`src/rtl/pss_regs.svh`:
```
`ifndef PSS_REGS_SVH
`define PSS_REGS_SVH
`define PSS_CLK_HZ          50000000
`define PSS_SS_US           1000
`define PSS_GATE_US         3750
`define PSS_RAILB_US        7500
`define PSS_LDO_US          8500
`define PSS_QUAL_US         1000
`define PSS_RST_DLY_US      30000
`define PSS_US_CYC(us)      (((us) * (`PSS_CLK_HZ / 1000)) / 1000)
`define PSS_SEQ_W           20
`define PSS_RST_W           21
`endif

```
`src/rtl/pss_pkg.sv`:
```
package pss_pkg;
   typedef enum logic [3:0] {
      PSS_LOCKED  = 4'h1,
      PSS_RUN     = 4'h2,
      PSS_PROTECT = 4'h4,
      PSS_HALT    = 4'h8
   } pss_state_t;
endpackage

```
`src/rtl/pss_sync.sv`:
```
`timescale 1ns/10ps
module pss_sync
   #(parameter int W = 1)
   (
   input  wire logic         ref_clk,
   input  wire logic         sys_rst,
   input  wire logic [W-1:0] async_in,
   output logic      [W-1:0] sync_out
   );
   logic [W-1:0] meta_reg;
   always_ff @(posedge ref_clk)
   begin
      if (sys_rst)
      begin
         meta_reg <= '0;
         sync_out <= '0;
      end
      else
      begin
         meta_reg <= async_in;
         sync_out <= meta_reg;
      end
   end
endmodule

```
`src/rtl/pss_sequencer.sv`:
```
`timescale 1ns/10ps
`include "pss_regs.svh"
module pss_sequencer
   import pss_pkg::*;
   #(
   parameter int SEQ_MAX_CYC = `PSS_US_CYC(`PSS_LDO_US),
   parameter int QUAL_CYC    = `PSS_US_CYC(`PSS_QUAL_US),
   parameter int RST_DLY_CYC = `PSS_US_CYC(`PSS_RST_DLY_US),
   parameter int SS_CYC      = `PSS_US_CYC(`PSS_SS_US),
   parameter int GATE_CYC    = `PSS_US_CYC(`PSS_GATE_US),
   parameter int RAILB_CYC   = `PSS_US_CYC(`PSS_RAILB_US)
   )
   (
   input  wire logic ref_clk,
   input  wire logic sys_rst,
   input  wire logic enable_in,
   input  wire logic supply_good,
   input  wire logic supply_low,
   input  wire logic reset_good,
   input  wire logic rail_a_short,
   input  wire logic rail_b_short,
   input  wire logic ldo_short,
   input  wire logic thermal_shutdown,
   input  wire logic regulator_short,
   output logic      undervoltage_lockout,
   output logic      buck_rail_a,
   output logic      rail_a_soft_start,
   output logic      buck_rail_b,
   output logic      rail_b_soft_start,
   output logic      ldo_rail_en,
   output logic      pfet_gate_ramp,
   output logic      switch_sync_flag,
   output logic      bleed_termination,
   output logic      rail_a_feedback_term,
   output logic      rail_b_feedback_term,
   output logic      ldo_output_term,
   output logic      supervisor_reset_out,
   output logic      supervisor_reset_oe_n,
   output logic      protect_latched
   );
   localparam logic [`PSS_SEQ_W-1:0] SS_C    = `PSS_SEQ_W'(SS_CYC);
   localparam logic [`PSS_SEQ_W-1:0] GATE_C  = `PSS_SEQ_W'(GATE_CYC);
   localparam logic [`PSS_SEQ_W-1:0] RAILB_C = `PSS_SEQ_W'(RAILB_CYC);
   localparam logic [`PSS_SEQ_W-1:0] LDO_C   = `PSS_SEQ_W'(SEQ_MAX_CYC);
   localparam logic [`PSS_SEQ_W-1:0] QUAL_C  = `PSS_SEQ_W'(QUAL_CYC);
   localparam logic [`PSS_RST_W-1:0] RST_C   = `PSS_RST_W'(RST_DLY_CYC);

   logic [6:0] pin_raw;
   logic [6:0] pin_s;
   logic       en_s;
   logic       good_s;
   logic       low_s;
   logic       rgood_s;
   logic       short_a_s;
   logic       short_b_s;
   logic       therm_s;
   logic       regsh_n_unused;
   pss_state_t              state_reg;
   pss_state_t              state_next;
   logic [`PSS_SEQ_W-1:0]   seq_cnt_reg;
   logic [`PSS_SEQ_W-1:0]   qual_cnt_reg;
   logic [`PSS_RST_W-1:0]   rst_cnt_reg;
   logic                    en_prev_reg;
   logic                    rst_rel_reg;
   logic                    regsh_s;
   logic                    regsh_meta_reg;
   logic [`PSS_SEQ_W-1:0]   seq_cnt_next;
   logic                    run_next;
   logic                    lockout_reg;
   logic                    rail_a_reg;
   logic                    soft_a_reg;
   logic                    rail_b_reg;
   logic                    soft_b_reg;
   logic                    ldo_reg;
   logic                    ramp_reg;
   logic                    sync_reg;
   logic                    bleed_reg;
   logic                    term_reg;
   logic                    oe_n_reg;
   logic                    protect_reg;
   logic                    rail_a_next;
   logic                    soft_a_next;
   logic                    rail_b_next;
   logic                    soft_b_next;
   logic                    ldo_next;
   logic                    ramp_next;
   logic                    term_next;
   logic                    oe_n_next;
   logic                    protect_next;

   assign pin_raw = {thermal_shutdown, rail_b_short, rail_a_short, reset_good,
                     supply_low, supply_good, enable_in};

   pss_sync #(.W(7)) u_sync
   (
      .ref_clk  (ref_clk),
      .sys_rst  (sys_rst),
      .async_in (pin_raw),
      .sync_out (pin_s)
   );

   assign en_s      = pin_s[0];
   assign good_s    = pin_s[1];
   assign low_s     = pin_s[2];
   assign rgood_s   = pin_s[3];
   assign short_a_s = pin_s[4];
   assign short_b_s = pin_s[5];
   assign therm_s   = pin_s[6];
   // LDO short flag is deliberately left out of fault logic
   // LDO short ignored
   assign regsh_n_unused = ldo_short;

   // Regulator short synchroniser
   always_ff @(posedge ref_clk)
   begin
      if (sys_rst)
      begin
         regsh_meta_reg <= 1'b0;
         regsh_s        <= 1'b0;
      end
      else
      begin
         regsh_meta_reg <= regulator_short;
         regsh_s        <= regsh_meta_reg;
      end
   end

   wire running    = (state_reg == PSS_RUN);
   wire release_ok = en_s && good_s && !low_s && !regsh_s;
   wire lockout    = low_s || !en_s;
   wire en_rise    = en_s && !en_prev_reg;
   wire fault_raw  = short_a_s || short_b_s || therm_s;
   wire fault_hit  = fault_raw && (qual_cnt_reg >= QUAL_C - 1'b1);

   always_comb
   begin
      state_next = state_reg;
      case (state_reg)
         PSS_LOCKED:
            if (release_ok)
               state_next = PSS_RUN;
         PSS_RUN:
            if (regsh_s)
               state_next = PSS_HALT;
            else if (lockout)
               state_next = PSS_LOCKED;
            else if (fault_hit)
               state_next = PSS_PROTECT;
         PSS_PROTECT:
            if (lockout || en_rise)
               state_next = PSS_LOCKED;
         PSS_HALT:
            if (!regsh_s)
               state_next = PSS_LOCKED;
         default:
            state_next = PSS_LOCKED;
      endcase
   end

   always_ff @(posedge ref_clk)
   begin
      if (sys_rst)
      begin
         state_reg   <= PSS_LOCKED;
         en_prev_reg <= 1'b0;
      end
      else
      begin
         state_reg   <= state_next;
         en_prev_reg <= en_s;
      end
   end

   assign seq_cnt_next = !running ? '0 :
                         (seq_cnt_reg < LDO_C) ? seq_cnt_reg + 1'b1 : seq_cnt_reg;

   always_ff @(posedge ref_clk)
   begin
      if (sys_rst)
         seq_cnt_reg <= '0;
      else
         seq_cnt_reg <= seq_cnt_next;
   end

   // Fault qualification counter
   always_ff @(posedge ref_clk)
   begin
      if (sys_rst || !running || !fault_raw)
         qual_cnt_reg <= '0;
      else if (qual_cnt_reg < QUAL_C)
         qual_cnt_reg <= qual_cnt_reg + 1'b1;
   end

   always_ff @(posedge ref_clk)
   begin
      if (sys_rst || !rgood_s)
      begin
         rst_cnt_reg <= '0;
         rst_rel_reg <= 1'b0;
      end
      else if (rst_cnt_reg < RST_C - 1'b1)
         rst_cnt_reg <= rst_cnt_reg + 1'b1;
      else
         rst_rel_reg <= 1'b1;
   end

   // rail A on at release, off on lockout
   assign run_next     = (state_next == PSS_RUN);
   assign rail_a_next  = run_next;
   assign soft_a_next  = run_next && (seq_cnt_next < SS_C);
   assign ramp_next    = run_next && (seq_cnt_next >= GATE_C);
   assign rail_b_next  = run_next && (seq_cnt_next >= RAILB_C);
   assign soft_b_next  = rail_b_next && (seq_cnt_next < RAILB_C + SS_C);
   assign ldo_next     = run_next && (seq_cnt_next >= LDO_C);
   assign term_next    = !en_s;
   assign oe_n_next    = rst_rel_reg && rgood_s;
   assign protect_next = (state_next == PSS_PROTECT);

   // Rail enable flops
   always_ff @(posedge ref_clk)
   begin
      if (sys_rst)
      begin
         lockout_reg <= 1'b1;
         rail_a_reg  <= 1'b0;
         soft_a_reg  <= 1'b0;
         rail_b_reg  <= 1'b0;
         soft_b_reg  <= 1'b0;
         ldo_reg     <= 1'b0;
      end
      else
      begin
         lockout_reg <= !run_next;
         rail_a_reg  <= rail_a_next;
         soft_a_reg  <= soft_a_next;
         rail_b_reg  <= rail_b_next;
         soft_b_reg  <= soft_b_next;
         ldo_reg     <= ldo_next;
      end
   end

   // Gate drive flops
   always_ff @(posedge ref_clk)
   begin
      if (sys_rst)
      begin
         ramp_reg  <= 1'b0;
         sync_reg  <= 1'b0;
         bleed_reg <= 1'b1;
      end
      else
      begin
         ramp_reg  <= ramp_next;
         sync_reg  <= ramp_next;
         bleed_reg <= !ramp_next;
      end
   end

   // Termination, reset pin and status flops
   always_ff @(posedge ref_clk)
   begin
      if (sys_rst)
      begin
         term_reg    <= 1'b1;
         oe_n_reg    <= 1'b0;
         protect_reg <= 1'b0;
      end
      else
      begin
         term_reg    <= term_next;
         oe_n_reg    <= oe_n_next;
         protect_reg <= protect_next;
      end
   end

   assign undervoltage_lockout  = lockout_reg;
   assign buck_rail_a           = rail_a_reg;
   assign rail_a_soft_start     = soft_a_reg;
   assign buck_rail_b           = rail_b_reg;
   assign rail_b_soft_start     = soft_b_reg;
   assign ldo_rail_en           = ldo_reg;
   assign pfet_gate_ramp        = ramp_reg;
   assign switch_sync_flag      = sync_reg;
   assign bleed_termination     = bleed_reg;
   assign rail_a_feedback_term  = term_reg;
   assign rail_b_feedback_term  = term_reg;
   assign ldo_output_term       = term_reg;
   // Open-drain pin only ever pulls low
   assign supervisor_reset_out  = 1'b0;
   assign supervisor_reset_oe_n = oe_n_reg;
   assign protect_latched       = protect_reg;
endmodule

```
`config.mk`:
```
export PLATFORM = sky130hd
export DESIGN_NAME = pss_sequencer
export DESIGN_NICKNAME = d
export VERILOG_FILES = /design/src/rtl/pss_pkg.sv /design/src/rtl/pss_sync.sv /design/src/rtl/pss_sequencer.sv
export VERILOG_INCLUDE_DIRS = /design/src /design/src/rtl
export SDC_FILE = /design/constraint.sdc
export NUM_CORES = 1
export LEC_CHECK = 0
export BUFFER_PORTS_ARGS = -buffer_cell sky130_fd_sc_hd__buf_2
export CAP_MARGIN = 10
export CELL_PAD_IN_SITES_DETAIL_PLACEMENT = 2
export CELL_PAD_IN_SITES_GLOBAL_PLACEMENT = 2
export CORE_ASPECT_RATIO = 0.5
export CORE_UTILIZATION = 40
export CTS_CLUSTER_DIAMETER = 100
export DETAILED_ROUTE_END_ITERATION = 12
export PLACE_DENSITY_LB_ADDON = 0.1
export SLEW_MARGIN = 40
export SYNTH_ARGS = -nofsm -noshare
export SYNTH_HDL_FRONTEND = slang
export SYNTH_SLANG_ARGS = --single-unit
```
`constraint.sdc`:
```
create_clock -name ref_clk -period 6.28 [get_ports ref_clk]
set_input_delay 1.256 -clock ref_clk [delete_from_list [all_inputs] [get_ports ref_clk]]
set_output_delay 1.256 -clock ref_clk [all_outputs]
set_load 0.005 [all_outputs]
```
==> results.md <==
- Via Count: around 3700
- Synth area leaders: dfxtp_1 (43%), nor2_1 (5.8%), xor2_1 (5.4%), xnor2_1 (3.6%), and3_1 (2.9%)
- Post-Place Cell Area: 4590 um^2
- Clk sinks: 94
- Largest net degree at the start of global routing: 32
- Max Transition Viols Final: 0
- Syn nets: roughly 520
- Post-Syn Area: 4360 um^2
- Vias in the first global route: 3877
- Hold Path Class: flip-flop to flip-flop
- CP Capture Type: flip-flop
- H-tree depth: 3
- Worst-path fanout max: 6
- Share of cells above drive strength 1: 0.109
- Final Cycle Share: 0.539
- Syn avg cell area: 8.65 um^2
- Post-route cell area: between 4000 and 5000 um^2
- Peak Freq: between 200 and 300 MHz
- VDD IR max: ~0.00013 V
- Post-CTS setup buffers: 0
- Wirelength per Cell: ~18 um
- Die W: 150 um
- Die footprint: 11300 um^2
- Main synth FF type: dfxtp_1
- Netlist cell types: 57
- Via density: 5.58
- Final Wtd Congestion: 0.769
- Antenna violations before repair: 0
- Clk_lat worst skew: around 0.35 ns
- Reg2reg end: rail_b_soft_start$_SDFF_PP0_
- #FFs+latches synth: 94
- Final nets: between 500 and 600
- Final Routed Wirelength: between 10 and 15 mm
- CTS tree: done
- Antenna cells: 0
- Yosys top cell by area: dfxtp_1
- CTS clk-pin slew, worst paths: around 0.07 ns
- Register area share after synthesis: 0.432
- Worst R2R Path Depth: 8
- Crit path arrival time: 3.66 ns
- # hold bufs at CTS: 0
- RR Startpoint: seq_cnt_reg[16]$_SDFF_PP0_
- Area grow syn2layout: 12.1%
- Root buffer cell: clkbuf_16
- Cell count after synthesis: between 500 and 600
- Rel. slew slack: 0.505
- Reg-to-reg slack, setup: 2.90 ns
- Ys async rst share: 0
- Worst Hold Endpoint: ldo_output_term$_SDFF_PP1_
- All-Layer GR Usage: 0.227
- CORE AREA: around 10000 um^2
- First-pass GRT wire length: around 20 mm
- Detail Route Antenna Nets: 0
- Pwr per Cell Area: between 200 and 250 nW/um^2
- Setup violators final: 0
- Crit path kind: flip-flop to flip-flop
- Post-CTS sizing: 0
- Yosys warns: 0
- Cell Rows: 26
- Hold Startpoint: u_sync.sync_out[0]$_SDFF_PP0_
- WP data required: 6.56 ns
- Remaining DRCs: 0
- Clock Tree Buf Depth: 2
- Detailed Place HPWL: approximately 8.4 mm
- Max FFs per register: 21
- 1st-iter DRT viols: roughly 120
- Post-layout min period: around 3.4 ns
- Status: finished, final reports clean
- TritonCTS Buffers: 9
- IO Port Bufs: 23
- Max-Cap Viols: 0
- Share of Yosys cell area claimed by the top area cell type: 0.432
- Critical path launch point type: flip-flop
- Worst hold stages: 1
- 1st-pass router iterations: 4
- Setup tns final: 0 ns
- LEAKAGE: 0.00174 uW
- RSZ-0062 raised after global routing: false
- Worst-Margin Slew: ~0.74 ns
- Post-synth EDFFs: 0
- Final hold vios: 0
- Congestion Overflow GR: 0
- Initial core utilization: 0.419
- Worst clock skew: around 0.008 ns
- IO Count: 26
- Die Span Y: around 76 um
-- cells in the final DEF (no fill, tap or decap), types with 4 or more instances in the layout --
| master | count |
|---|---|
| nor4_1 | 9 |
| and3_1 | 20 |
| buf_2 | 23 |
| nand4_1 | 17 |
| or4_1 | 4 |
| dfxtp_1 | 94 |
| nor2_1 | 67 |
| and4_1 | 4 |
| o21ai_0 | 13 |
| mux2i_1 | 7 |
| nand3_1 | 17 |
| buf_4 | 6 |
| nand2b_1 | 13 |
| xor2_1 | 27 |
| a21oi_1 | 22 |
| xnor2_1 | 18 |
| a31oi_1 | 7 |
| and2_1 | 9 |
| a211oi_1 | 6 |
| clkbuf_16 | 9 |
| nand2_1 | 30 |
| nor3_1 | 12 |
| or3_1 | 7 |
| nor2b_1 | 20 |
| inv_1 | 9 |
-- cells by family (layout without fill, tap and decap cells) --
group                      after synthesis  after routing  share of synthesized area
AOI/OAI and AO/OA                       76             76                      0.122
xor gates and xnor gates                45             45                     0.0904
adders and majority gates                3              3                    0.00861
buffers and inverters                   36             55                     0.0347
DFF                                     94             94                      0.432
muxes                                    7              7                     0.0161
other                                    1              1                   0.000861
and+or+nand+nor                        242            242                      0.296
-- metal layers --
metal / track usage / up-vias / wire [um] / share of wire
li1: - / 1806 / - / -
met2: 0.431 / 27 / 6300 / 0.52
met1: 0.261 / 1854 / 5410 / 0.45
met5: 0 / - / 0 / 0
met3: 0.0455 / 15 / 253 / 0.021
met4: 0.0771 / 0 / 157 / 0.013
-- power by group --
part	switching [uW]	internal [uW]
combinational	10.4	7.21
clock	240	294
sequential	2.70	601
-- area by class of cell --
type                            count  area (um^2)
Fill cell                        1164         5520
Multi-Input combinational cell    374         2330
Sequential cell                    94         1880
Clock buffer                       11          253
Tap cell                          140          175
Timing Repair Buffer               30          171
Clock inverter                      5         42.5
Inverter                            9         33.8
-- worst max path at each step --
stage	from	to	slack (ns)	cells after the start
after floorplan	seq_cnt_reg[16]$_SDFF_PP0_	rail_b_soft_start$_SDFF_PP0_	3.27	8
after CTS	seq_cnt_reg[0]$_SDFF_PP0_	switch_sync_flag$_SDFF_PP0_	2.88	9
after global routing	seq_cnt_reg[0]$_SDFF_PP0_	switch_sync_flag$_SDFF_PP0_	2.64	9
after global placement	seq_cnt_reg[0]$_SDFF_PP0_	switch_sync_flag$_SDFF_PP0_	2.96	9
final	seq_cnt_reg[16]$_SDFF_PP0_	rail_b_soft_start$_SDFF_PP0_	2.90	8
after detailed placement	seq_cnt_reg[8]$_SDFF_PP0_	switch_sync_flag$_SDFF_PP0_	2.88	9
-- stage by stage --
step	setup slack, ns	cells	hold WS [ns]	utilization	total power [uW]
final	2.90	663	0.425	0.469	1160
after global placement	2.96	646	0.406	0.440	633
after global routing	2.64	663	0.445	0.469	1200
after floorplan	3.27	504	0.392	-	628
after detailed placement	2.88	647	0.410	0.441	635
after CTS	2.88	663	0.430	0.469	1180
-- worst max-delay path, stage by stage (launching register included) --
cell,delay [ns]
dfxtp_1,0.37
o211a_1,0.31
or4_4,0.58
a2111oi_2,0.53
xnor2_1,0.27
nand2b_1,0.09
or4_1,0.41
or4b_1,0.57
a21oi_1,0.17
-- cell usage after synthesis, types with 17 or more instances --
| cell | number |
|---|---|
| and3_1 | 20 |
| a21oi_1 | 23 |
| dfxtp_1 | 94 |
| nand4_1 | 17 |
| xor2_1 | 27 |
| nor2b_1 | 20 |
| nor2_1 | 67 |
| nand3_1 | 17 |
| clkbuf_1 | 21 |
| xnor2_1 | 18 |
| nand2_1 | 30 |
(Power assumes the default switching activity.)
